$ cat config.mk
export PLATFORM = sky130hd
export DESIGN_NAME = output_divider_and_strap_config
export DESIGN_NICKNAME = d
export VERILOG_FILES = /design/src/pkg/clk_cfg_pkg.sv /design/src/hw/ratio_decoder.sv /design/src/hw/output_divider_and_strap_config.sv
export SDC_FILE = /design/constraint.sdc
export NUM_CORES = 2
export LEC_CHECK = 0
export ABC_AREA = 1
export BUFFER_PORTS_ARGS = -buffer_cell sky130_fd_sc_hd__buf_4
export CAP_MARGIN = 10
export CORE_ASPECT_RATIO = 1.5
export CORE_UTILIZATION = 47
export DETAILED_ROUTE_END_ITERATION = 8
export PLACE_DENSITY_LB_ADDON = 0.2
export SKIP_LAST_GASP = 1
export SYNTH_ARGS = -nofsm -noshare
export SYNTH_HDL_FRONTEND = slang
export SYNTH_SLANG_ARGS = --single-unit
$ cat constraint.sdc
create_clock -name core_clk -period 3.37 [get_ports core_clk]
set_input_delay 0.674 -clock core_clk [delete_from_list [all_inputs] [get_ports core_clk]]
set_output_delay 0.674 -clock core_clk [all_outputs]
set_load 0.01 [all_outputs]
$ cat src/pkg/clk_cfg_pkg.sv
`default_nettype none
package clk_cfg_pkg;
  localparam int          OUT_CNT       = 8;
  localparam int          CODE_W        = 7;
  localparam int          RATIO_W       = 8;
  localparam int          IDX_W         = 6;
  localparam int          WB_AW         = 8;
  localparam int          WB_DW         = 32;
  // Word indices; byte address is four times the index
  localparam logic [5:0]  OUTCFG_BASE_IDX = 6'h01;
  localparam logic [5:0]  FBCFG_IDX       = 6'h0b;
  localparam logic [5:0]  STATUS_IDX      = 6'h0d;
  localparam logic [5:0]  NV_BASE_IDX     = 6'h10;
  localparam logic [5:0]  NV_FB_IDX       = 6'h18;
  // Field positions
  localparam int          OUT_CODE_LSB  = 13;
  localparam int          FB_CODE_LSB   = 5;
  localparam int          PHASE_LSB     = 0;
  localparam int          PHASE_W       = 7;
  localparam int          TYPE_LSB      = 20;
  localparam int          TYPE_W        = 2;
  localparam int          ALT_TYPE_LSB  = 22;
  localparam int          AUX_SEL_BIT   = 0;
  // Status word bits
  localparam int          ST_MODE_BIT   = 0;
  localparam int          ST_SWAP_BIT   = 1;
  localparam int          ST_TYPE_BIT   = 2;
  localparam int          ST_SPARE_BIT  = 3;
  localparam int          ST_AUX_BIT    = 4;
  localparam int          ST_FBBAD_BIT  = 5;
  localparam int          ST_BAD_LSB    = 8;
  // Reset values: every divider passes the clock undivided
  localparam logic [31:0] OUTCFG_RESET  = 32'h0004_0000;
  localparam logic [31:0] FBCFG_RESET   = 32'h0000_0400;
  // Ratio code classes on bits 6:5
  localparam logic [1:0]  CLS_PRODUCT   = 2'h0;
  localparam logic [1:0]  CLS_BYPASS    = 2'h1;
  localparam logic [1:0]  CLS_SMALL     = 2'h2;
  localparam logic [7:0]  RATIO_ONE     = 8'h01;
  localparam logic [7:0]  RATIO_SMALL_BASE = 8'h02;
  localparam logic [7:0]  RATIO_BAD     = 8'h00;
  // Codes 0..31 of the product class that carry the shifted phase
  localparam logic [31:0] PRIMED_MASK   = 32'h3017_3111;
  localparam logic [1:0]  SYNC_SETTLE   = 2'h2;
  typedef enum logic [2:0] {
    ST_SETTLE = 3'b001,
    ST_LOAD   = 3'b010,
    ST_RUN    = 3'b100
  } loader_state_t;
endpackage : clk_cfg_pkg
`default_nettype wire

$ cat src/hw/ratio_decoder.sv
`timescale 1ns/100ps
`default_nettype none
module ratio_decoder
  import clk_cfg_pkg::*;
(
  // Ratio code
  input  wire logic [clk_cfg_pkg::CODE_W-1:0]  code,
  // Decoded ratio
  output logic      [clk_cfg_pkg::RATIO_W-1:0] ratio,
  output logic                                 primed,
  output logic                                 bad
);
  logic [2:0] k;
  logic [1:0] m;
  logic [7:0] prod;

  always_comb begin
    k      = code[4:2];
    m      = code[1:0];
    prod   = 8'((({5'h0, k} + 8'h01) * ({6'h0, m} + 8'h02)) << 1);
    ratio  = RATIO_BAD;
    primed = 1'b0;
    bad    = 1'b0;
    case (code[6:5])
      CLS_BYPASS: begin
        if (code[4:0] == 5'h00) begin
          ratio = RATIO_ONE;
        end else begin
          bad = 1'b1;
        end
      end
      CLS_SMALL: begin
        if (k == 3'h0) begin
          ratio = RATIO_SMALL_BASE + {6'h0, m};
        end else begin
          bad = 1'b1;
        end
      end
      CLS_PRODUCT: begin
        ratio  = prod;
        primed = PRIMED_MASK[code[4:0]];
      end
      default: begin
        bad = 1'b1;  // Both class bits set: no ratio
      end
    endcase
  end
endmodule : ratio_decoder
`default_nettype wire

$ cat src/hw/output_divider_and_strap_config.sv
// The Wishbone slave port and the placing of the registers were decided locally.
`timescale 1ns/100ps
`default_nettype none
module output_divider_and_strap_config
  import clk_cfg_pkg::*;
(
  // Clock and reset
  input  wire logic                                        core_clk,
  input  wire logic                                        reset_n,
  // Wishbone slave
  input  wire logic                                        wb_cyc_i,
  input  wire logic                                        wb_stb_i,
  input  wire logic                                        wb_we_i,
  input  wire logic [clk_cfg_pkg::WB_AW-1:0]               wb_adr_i,
  input  wire logic [3:0]                                  wb_sel_i,
  input  wire logic [clk_cfg_pkg::WB_DW-1:0]               wb_dat_i,
  output logic      [clk_cfg_pkg::WB_DW-1:0]               wb_dat_o,
  output logic                                             wb_ack_o,
  // Pins
  input  wire logic                                        configSourceSel,
  input  wire logic                                        powerDown,
  input  wire logic                                        divider_swap_select,
  input  wire logic                                        output_type_select,
  input  wire logic                                        spare_strap_select,
  input  wire logic                                        auxMuxSelect,
  // Divider chains
  output logic      [clk_cfg_pkg::OUT_CNT*clk_cfg_pkg::RATIO_W-1:0] outRatio,
  output logic      [clk_cfg_pkg::OUT_CNT-1:0]             outPrimed,
  output logic      [clk_cfg_pkg::OUT_CNT*clk_cfg_pkg::TYPE_W-1:0]  outType,
  output logic      [clk_cfg_pkg::RATIO_W-1:0]             fbRatio,
  output logic                                             fbPrimed,
  output logic                                             auxOutSel,
  output logic                                             pin_strap_config_mode
);
  import clk_cfg_pkg::*;

  // Pin synchronisers: stage one feeds stage two only
  logic [5:0] pinMeta;
  logic [5:0] pinSync;
  always_ff @(posedge core_clk or negedge reset_n) begin
    if (!reset_n) begin
      pinMeta <= 6'h00;
      pinSync <= 6'h00;
    end else begin
      pinMeta <= {configSourceSel, powerDown, divider_swap_select,
                  output_type_select, spare_strap_select, auxMuxSelect};
      pinSync <= pinMeta;
    end
  end
  logic modeSelS, pdS, swapS, typeS, spareS, auxS;
  assign {modeSelS, pdS, swapS, typeS, spareS, auxS} = pinSync;

  // Loader sequencer
  loader_state_t state;
  loader_state_t next_state;
  logic [1:0]    settleCnt;
  logic [1:0]    next_settleCnt;
  logic          loadNow;

  always_comb begin
    next_state     = state;
    next_settleCnt = settleCnt;
    case (state)
      ST_SETTLE: begin
        next_settleCnt = settleCnt + 2'h1;
        if (settleCnt == SYNC_SETTLE) begin
          next_state = ST_LOAD;
        end
      end
      ST_LOAD: begin
        if (!pdS) begin
          next_state = ST_RUN;
        end
      end
      ST_RUN: begin
        if (pdS) begin
          next_state = ST_LOAD;
        end
      end
      default: begin
        next_state = ST_SETTLE;
      end
    endcase
  end
  always_ff @(posedge core_clk or negedge reset_n) begin
    if (!reset_n) begin
      state     <= ST_SETTLE;
      settleCnt <= 2'h0;
    end else begin
      state     <= next_state;
      settleCnt <= next_settleCnt;
    end
  end
  assign loadNow = (state == ST_LOAD);

  // Latched straps
  logic strapMode, swapL, typeL, spareL, auxL;
  logic next_strapMode, next_swapL, next_typeL, next_spareL, next_auxL;
  always_comb begin
    next_strapMode = strapMode;
    next_swapL     = swapL;
    next_typeL     = typeL;
    next_spareL    = spareL;
    next_auxL      = auxL;
    if (loadNow) begin  // Pin changes ignored elsewhere
      next_strapMode = !modeSelS;
      next_swapL     = swapS;
      next_typeL     = typeS;
      next_spareL    = spareS;  // Reported only, expected low
      next_auxL      = auxS;
    end
  end
  always_ff @(posedge core_clk or negedge reset_n) begin
    if (!reset_n) begin
      strapMode <= 1'b0;
      swapL     <= 1'b0;
      typeL     <= 1'b0;
      spareL    <= 1'b0;
      auxL      <= 1'b0;
    end else begin
      strapMode <= next_strapMode;
      swapL     <= next_swapL;
      typeL     <= next_typeL;
      spareL    <= next_spareL;
      auxL      <= next_auxL;
    end
  end

  // Bus decode
  logic [IDX_W-1:0] adrIdx;
  logic             busWrite;
  logic             strapLoad;
  assign adrIdx    = wb_adr_i[WB_AW-1:2];
  assign busWrite  = wb_cyc_i && wb_stb_i && wb_we_i && wb_ack_o;
  assign strapLoad = loadNow && !modeSelS;

  function automatic logic [31:0] mergeSel(input logic [31:0] old, input logic [31:0] din,
                                           input logic [3:0] sel);
    logic [31:0] r;
    r = old;
    for (int b = 0; b < 4; b++) begin
      if (sel[b]) begin
        r[b*8 +: 8] = din[b*8 +: 8];
      end
    end
    return r;
  endfunction : mergeSel

  // Working and stored configuration words
  logic [31:0] outCfg [OUT_CNT];
  logic [31:0] next_outCfg [OUT_CNT];
  logic [31:0] nvImg [OUT_CNT];
  logic [31:0] next_nvImg [OUT_CNT];
  logic [31:0] fbCfg;
  logic [31:0] next_fbCfg;
  logic [31:0] nvFb;
  logic [31:0] next_nvFb;

  always_comb begin
    logic [31:0] src;
    logic [31:0] mate;
    src  = 32'h0;
    mate = 32'h0;
    for (int i = 0; i < OUT_CNT; i++) begin
      next_outCfg[i] = outCfg[i];
      next_nvImg[i]  = nvImg[i];
      src            = nvImg[i];
      mate           = nvImg[i ^ 1];
      if (busWrite && adrIdx == NV_BASE_IDX + IDX_W'(i)) begin
        next_nvImg[i] = mergeSel(nvImg[i], wb_dat_i, wb_sel_i);
      end
      if (strapLoad) begin  // Straps pick the copied image
        next_outCfg[i] = src;
        if (swapS) begin
          next_outCfg[i][OUT_CODE_LSB +: CODE_W] = mate[OUT_CODE_LSB +: CODE_W];
          next_outCfg[i][PHASE_LSB +: PHASE_W]   = mate[PHASE_LSB +: PHASE_W];
        end
        if (typeS) begin
          next_outCfg[i][TYPE_LSB +: TYPE_W] = src[ALT_TYPE_LSB +: TYPE_W];
        end
      end else if (busWrite && !strapMode && adrIdx == OUTCFG_BASE_IDX + IDX_W'(i)) begin
        next_outCfg[i] = mergeSel(outCfg[i], wb_dat_i, wb_sel_i);
      end
    end
    next_nvFb  = nvFb;
    next_fbCfg = fbCfg;
    if (busWrite && adrIdx == NV_FB_IDX) begin
      next_nvFb = mergeSel(nvFb, wb_dat_i, wb_sel_i);
    end
    if (strapLoad) begin
      next_fbCfg = nvFb;
    end else if (busWrite && !strapMode && adrIdx == FBCFG_IDX) begin
      next_fbCfg = mergeSel(fbCfg, wb_dat_i, wb_sel_i);
    end
  end
  always_ff @(posedge core_clk or negedge reset_n) begin
    if (!reset_n) begin
      for (int i = 0; i < OUT_CNT; i++) begin
        outCfg[i] <= OUTCFG_RESET;
        nvImg[i]  <= OUTCFG_RESET;
      end
      fbCfg <= FBCFG_RESET;
      nvFb  <= FBCFG_RESET;
    end else begin
      for (int i = 0; i < OUT_CNT; i++) begin
        outCfg[i] <= next_outCfg[i];
        nvImg[i]  <= next_nvImg[i];
      end
      fbCfg <= next_fbCfg;
      nvFb  <= next_nvFb;
    end
  end

  // Ratio decoders
  logic [RATIO_W-1:0] decRatio [OUT_CNT+1];
  logic [OUT_CNT:0]   decPrimed;
  logic [OUT_CNT:0]   decBad;
  logic [CODE_W-1:0]  decCode [OUT_CNT+1];
  genvar g;
  generate
    for (g = 0; g <= OUT_CNT; g++) begin : g_dec
      if (g < OUT_CNT) begin : g_out
        assign decCode[g] = outCfg[g][OUT_CODE_LSB +: CODE_W];
      end else begin : g_fb
        assign decCode[g] = fbCfg[FB_CODE_LSB +: CODE_W];
      end
      ratio_decoder ratio_decoder_i (
        .code   (decCode[g]),
        .ratio  (decRatio[g]),
        .primed (decPrimed[g]),
        .bad    (decBad[g])
      );
    end
  endgenerate

  // Registered outputs toward the divider chains
  logic [OUT_CNT*RATIO_W-1:0] next_outRatio;
  logic [OUT_CNT*TYPE_W-1:0]  next_outType;
  logic                       next_auxOutSel;
  logic [OUT_CNT:0]           badReg;
  always_comb begin
    for (int i = 0; i < OUT_CNT; i++) begin
      next_outRatio[i*RATIO_W +: RATIO_W] = decRatio[i];
      next_outType[i*TYPE_W +: TYPE_W]    = outCfg[i][TYPE_LSB +: TYPE_W];
    end
    next_auxOutSel = strapMode ? auxL : fbCfg[AUX_SEL_BIT];
  end
  always_ff @(posedge core_clk or negedge reset_n) begin
    if (!reset_n) begin
      outRatio              <= '0;
      outPrimed             <= '0;
      outType               <= '0;
      fbRatio               <= '0;
      fbPrimed              <= 1'b0;
      auxOutSel             <= 1'b0;
      pin_strap_config_mode <= 1'b0;
      badReg                <= '0;
    end else begin
      outRatio              <= next_outRatio;
      outPrimed             <= decPrimed[OUT_CNT-1:0];
      outType               <= next_outType;
      fbRatio               <= decRatio[OUT_CNT];
      fbPrimed              <= decPrimed[OUT_CNT];
      auxOutSel             <= next_auxOutSel;
      pin_strap_config_mode <= strapMode;
      badReg                <= decBad;
    end
  end

  // Bus answer: ack one cycle after request, unmapped reads zero
  logic [31:0] rdMux;
  logic [31:0] next_rdata;
  logic        next_ack;
  always_comb begin
    rdMux = 32'h0;
    for (int i = 0; i < OUT_CNT; i++) begin
      if (adrIdx == OUTCFG_BASE_IDX + IDX_W'(i)) begin
        rdMux = outCfg[i];
      end
      if (adrIdx == NV_BASE_IDX + IDX_W'(i)) begin
        rdMux = nvImg[i];
      end
    end
    if (adrIdx == FBCFG_IDX) begin
      rdMux = fbCfg;
    end
    if (adrIdx == NV_FB_IDX) begin
      rdMux = nvFb;
    end
    if (adrIdx == STATUS_IDX) begin
      rdMux[ST_MODE_BIT]                 = strapMode;
      rdMux[ST_SWAP_BIT]                 = swapL;
      rdMux[ST_TYPE_BIT]                 = typeL;
      rdMux[ST_SPARE_BIT]                = spareL;
      rdMux[ST_AUX_BIT]                  = auxL;
      rdMux[ST_FBBAD_BIT]                = badReg[OUT_CNT];
      rdMux[ST_BAD_LSB +: OUT_CNT]       = badReg[OUT_CNT-1:0];
    end
    next_ack   = wb_cyc_i && wb_stb_i && !wb_ack_o;
    next_rdata = next_ack ? rdMux : wb_dat_o;
  end
  always_ff @(posedge core_clk or negedge reset_n) begin
    if (!reset_n) begin
      wb_ack_o <= 1'b0;
      wb_dat_o <= 32'h0;
    end else begin
      wb_ack_o <= next_ack;
      wb_dat_o <= next_rdata;
    end
  end

  // Checks
  bus_ack_a: assert property (@(posedge core_clk) disable iff (!reset_n)
    wb_cyc_i && wb_stb_i && !wb_ack_o |=> wb_ack_o)
    else $error("Bus request not acknowledged next cycle");

  strap_hold_a: assert property (@(posedge core_clk) disable iff (!reset_n)
    (state != ST_LOAD) |=> $stable(swapL) && $stable(typeL) && $stable(auxL) && $stable(strapMode))
    else $error("Strap latch changed outside a load");

  strap_entry_a: assert property (@(posedge core_clk) disable iff (!reset_n)
    (state == ST_LOAD) |=> strapMode == !$past(modeSelS) ##1 pin_strap_config_mode == $past(strapMode))
    else $error("Strap mode does not follow select pin");

  pair_swap_a: assert property (@(posedge core_clk) disable iff (!reset_n)
    strapLoad && swapS |=> outCfg[0][OUT_CODE_LSB +: CODE_W] == $past(nvImg[1][OUT_CODE_LSB +: CODE_W])
      && outCfg[1][PHASE_LSB +: PHASE_W] == $past(nvImg[0][PHASE_LSB +: PHASE_W]))
    else $error("Pair swap did not exchange ratio and phase");

  alt_type_a: assert property (@(posedge core_clk) disable iff (!reset_n)
    strapLoad |=> outCfg[3][TYPE_LSB +: TYPE_W] == ($past(typeS) ? $past(nvImg[3][ALT_TYPE_LSB +: TYPE_W])
      : $past(nvImg[3][TYPE_LSB +: TYPE_W])))
    else $error("Output type not taken from selected image");

  aux_mux_a: assert property (@(posedge core_clk) disable iff (!reset_n)
    strapMode && $stable(strapMode) |=> auxOutSel == $past(auxL))
    else $error("Aux select does not follow latched strap");

  bypass_ratio_a: assert property (@(posedge core_clk) disable iff (!reset_n)
    outCfg[2][OUT_CODE_LSB +: CODE_W] == 7'h20 |=> outRatio[2*RATIO_W +: RATIO_W] == 8'h01)
    else $error("Bypass code did not give ratio one");

  product_ratio_a: assert property (@(posedge core_clk) disable iff (!reset_n)
    fbCfg[FB_CODE_LSB +: CODE_W] == 7'h1f |=> fbRatio == 8'h50 && !fbPrimed)
    else $error("Feedback code 31 did not divide by 80");

  bad_code_a: assert property (@(posedge core_clk) disable iff (!reset_n)
    outCfg[0][OUT_CODE_LSB + 5 +: 2] == 2'h3 |=> outRatio[0 +: RATIO_W] == 8'h00 && badReg[0])
    else $error("Unsupported code not held at zero ratio");

  strap_lock_a: assert property (@(posedge core_clk) disable iff (!reset_n)
    strapMode && !loadNow |=> $stable(fbCfg))
    else $error("Working register changed by bus in strap mode");
endmodule : output_divider_and_strap_config
`default_nettype wire

==> results summary <==
The worst setup path is of the reg2reg kind. The iteration-0 DRC count of the detailed router is 2876. The number of remaining DRC errors came out at 0. At the pin with the least slew margin, the transition time is 1.01 ns. The core region area is 0.0790 mm^2. VDD sags by at most 0.000406 V. The async set-reset flop share out of synthesis is 1.00. The maximum level of the CTS H-tree is 3. For this design the top-level I/O count stands at 187. The flow ran to the end, and the final reports show no timing, DRC or antenna violations. The pre-CTS setup slack is 0.327 ns. The total global-route track usage is 0.296. The final max-slew violation count is 0.

The clock period minus worst slack came out at 2.77 ns. The fraction of the cycle the final worst path needs came out at 0.821. After clock tree synthesis, the clock-pin slew on the worst setup and hold paths is 0.07 ns.

The power density over the cells is 690 mW/mm^2. The standard-cell row count came out at 126. The post-synthesis area per instance came out at 8.22 um^2. The reg-to-reg setup timing slack came out at 0.60 ns. The number of different library cells in the post-synthesis netlist is 46.

The area growth from synthesis to layout came out at 14.1%. The post-synthesis instance area is 0.0376 mm^2. In this run the tightest slew margin relative to its limit is 0.324. The fraction of layout instances using a drive strength above 1 is 0.127. The endpoint of the most critical register-to-register path is outCfg[155]$_DFFE_PN0P_. The total CTS buffers came out at 73. The summed negative setup slack over all endpoints came out at 0 ns. Synthesis inferred 739 register bits.

The delay of the slowest cell on the worst path came out at 0.52 ns. Counting instances, the worst hold path has a depth of 1. The number of endpoints with negative hold slack in the final report was 0. The final RePlAce weighted congestion came out at 0.952. The critical path starts at state[2]$_DFFE_PN0P_. The buffer levels on the longest clock path came out at 3. For hold timing, the worst endpoint is pinMeta[3]$_DFF_PN0_. CTS placed an instance of sky130_fd_sc_hd__clkbuf_16 at the clock tree root. The average routed wire per standard cell is 20.6 um. Once layout is complete, the utilization of the core stands at 0.543. The largest individual stage delay along the critical path comes from the cell sky130_fd_sc_hd__or2_2. The pin count of the biggest net entering global routing is 122. The area of the die came out at 0.0811 mm^2. The count of flip-flops with a built-in enable after synthesis came out at 0. For this run, the leading register cell type out of synthesis is sky130_fd_sc_hd__dfrtp_1.

Setup violations remaining at the end of the flow were counted as 0. Detailed placement ended at an HPWL of 82.9 mm. The kind of launch point of the worst setup path is a flip-flop.

Setup repair after global routing left no endpoint under its margin. The yosys synthesis warning count is 0. After global routing the overflow that remains totals 0. The tightest min-delay check is of the in2reg type. The part of the Yosys area used for sequential elements came out at 0.493. The worst hold path begins at divider_swap_select. The via count of the first global-routing pass is 31500. The count of antenna-violating nets left after detailed routing is 0.

Along the worst path, the maximum fanout reaches 25. The start of the worst register-to-register path is state[2]$_DFFE_PN0P_. The width of the die is 233 um.

The arrival time at the worst endpoint is 3.30 ns. The first global-routing pass estimated 184 mm of wire. Once routing completed, OpenROAD measured the worst setup slack at 0.603 ns.

STA classifies the critical path endpoint as a flip-flop. The critical path goes through nor3_2 > inv_1 > nor2_4 > buf_4 > or2_2 > nand2_1 > mux2_2. In this run the static leakage power is 0.0198 uW. The number of cells produced by synthesis came out at 4568. The maximum clock frequency came out at 361 MHz. The first-pass iteration count of the detailed router is 7. The vias after detailed routing is 32700.

The number of antenna violations at the first check in global routing was 4. The sum of routed wire length over all layers came out at 119 mm. The via-per-instance ratio came out at 5.66. The clock sink count is 739. The data required time at the worst endpoint came out at 3.91 ns. The post-route clock skew came out at 0.0327 ns.

In this run the vertical extent of the chip is 348 um. The worst-skew pair later-pin latency came out at 0.66 ns. The initial utilization of the core area, before any placement, comes to 0.476. The number of cells traversed by the worst register-to-register path is 7. The final layout net count came out at 4840. During placement, the flow inserted port buffers numbering 184. TritonCTS built the clock tree. Max-cap violations in this run came to 0.
[power by group]
part / switching, uW / internal (uW) / total [uW]
clock: 3550 / 4820 / 8370
combinational: 4990 / 3450 / 8440
sequential: 1650 / 11100 / 12800
[cell usage after synthesis (23+ instances only)]
| master | number | share of area |
|---|---|---|
| sky130_fd_sc_hd__nand2_1 | 1216 | 0.12 |
| sky130_fd_sc_hd__dfrtp_1 | 720 | 0.48 |
| sky130_fd_sc_hd__o21ai_0 | 532 | 0.071 |
| sky130_fd_sc_hd__inv_1 | 398 | 0.040 |
| sky130_fd_sc_hd__nor2_1 | 320 | 0.032 |
| sky130_fd_sc_hd__a21oi_1 | 302 | 0.040 |
| sky130_fd_sc_hd__clkbuf_1 | 185 | 0.018 |
| sky130_fd_sc_hd__nand4_1 | 150 | 0.025 |
| sky130_fd_sc_hd__nand3_1 | 117 | 0.016 |
| sky130_fd_sc_hd__a41oi_1 | 88 | 0.021 |
| sky130_fd_sc_hd__mux2_2 | 87 | 0.026 |
| sky130_fd_sc_hd__ha_1 | 76 | 0.025 |
| sky130_fd_sc_hd__a21o_1 | 75 | 0.015 |
| sky130_fd_sc_hd__buf_2 | 59 | 0.0079 |
| sky130_fd_sc_hd__mux2i_1 | 29 | 0.0077 |
| sky130_fd_sc_hd__or2_2 | 23 | 0.0038 |
[logic make-up (layout without fill, tap and decap cells)]
family                     after synthesis  count (layout)  share of synthesized area
other                                    1               5                  0.0000998
xor gates and xnor gates                12              12                    0.00280
adders and majority gates               85              85                     0.0301
DFF                                    739             739                      0.493
muxes                                  120             120                     0.0350
AOI/OAI and AO/OA                     1068            1068                      0.162
and+or+nand+nor                       1880            1880                      0.208
buffers and inverters                  663             847                     0.0688
[cell usage in the layout (no fill, tap or decap), drive strengths merged]
cell type	count
nand2	1225
dfrtp	720
o21ai	538
inv	409
nor2	334
buf	310
a21oi	302
nand4	150
nand3	117
clkbuf	113
mux2	91
a41oi	88
ha	76
a21o	75
mux2i	29
or2	23
dfstp	19
a31oi	18
nor3	17
o22ai	12
clkinv	11
nor3b	10
o32ai	10
o21a	9
o2111ai	9
fa	9
xnor2	7
xor2	5
and3	4
o31ai	4
conb	3
bufinv	3
diode	2
a211oi	2
o311a	1
dlygate4sd3	1
[through the flow]
stage	instance area [um^2]	cells	total power [uW]	hold WS, ns
2_1_floorplan	37600	4570	18200	0.331
3_3_place_gp	40400	5648	21100	0.335
3_5_place_dp	40400	5648	21300	0.339
4_1_cts	42900	5778	29700	0.104
5_1_grt	42900	5780	31400	0.123
6_report	42900	5780	29600	0.133
[sequential cells by signal, summed over array words and instances (netlist names), 2 cells and up]
| register | count |
|---|---|
| badReg | 9 |
| decCode | 56 |
| fbCfg | 32 |
| fbRatio | 8 |
| next_outType | 16 |
| nvFb | 32 |
| nvImg | 256 |
| outCfg | 184 |
| outPrimed | 8 |
| outRatio | 64 |
| outType | 16 |
| pinMeta | 6 |
| pinSync | 6 |
| settleCnt | 2 |
| state | 3 |
| wb_dat_o | 32 |
[worst max-delay path: cells and delay by family, from the launching register on]
kind / cells / cell delay, ns
AND/OR/NAND/NOR: 4 / 1.41
buffers and inverters: 2 / 0.41
multiplexers: 1 / 0.41
flip-flops: 1 / 0.40
[how the worst max path moves through the flow]
| stage | end | slack, ns | cells after the start |
|---|---|---|---|
| CTS | outCfg[155]$_DFFE_PN0P_ | 0.57 | 7 |
| floorplan | outRatio[15]$_DFF_PN0_ | 1.04 | 10 |
| global route | outCfg[155]$_DFFE_PN0P_ | 0.41 | 7 |
| detailed placement | wb_dat_o[13]$_DFFE_PN0P_ | 0.33 | 16 |
| global placement | nvImg[236]$_DFFE_PN0P_ | 0.31 | 8 |
| finish | outCfg[155]$_DFFE_PN0P_ | 0.60 | 7 |
[metal layers]
layer | routed length (um) | share of wire | up-vias | track usage
met5 | 0 | 0 | - | 0
met4 | 6480 | 0.055 | 0 | 0.161
met3 | 6670 | 0.056 | 284 | 0.0352
met2 | 58700 | 0.49 | 1166 | 0.506
met1 | 47000 | 0.40 | 15800 | 0.362
li1 | - | - | 15500 | -
[cell type report]
class	count	area [um^2]
clock inverter	16	166
fill	7436	36100
tap	1024	1280
antenna	2	5.00
multi-input combinational	3168	16500
inverter	407	1530
timing repair buffer	311	2590
sequential	739	18500
clock buffer	113	2250
[timing repair]
item	in CTS	in global routing
buffers inserted	0	0
hold endpoints to repair	31	0
gates resized for setup	0	0
hold buffers	1	0
(Power assumes the default switching activity.)
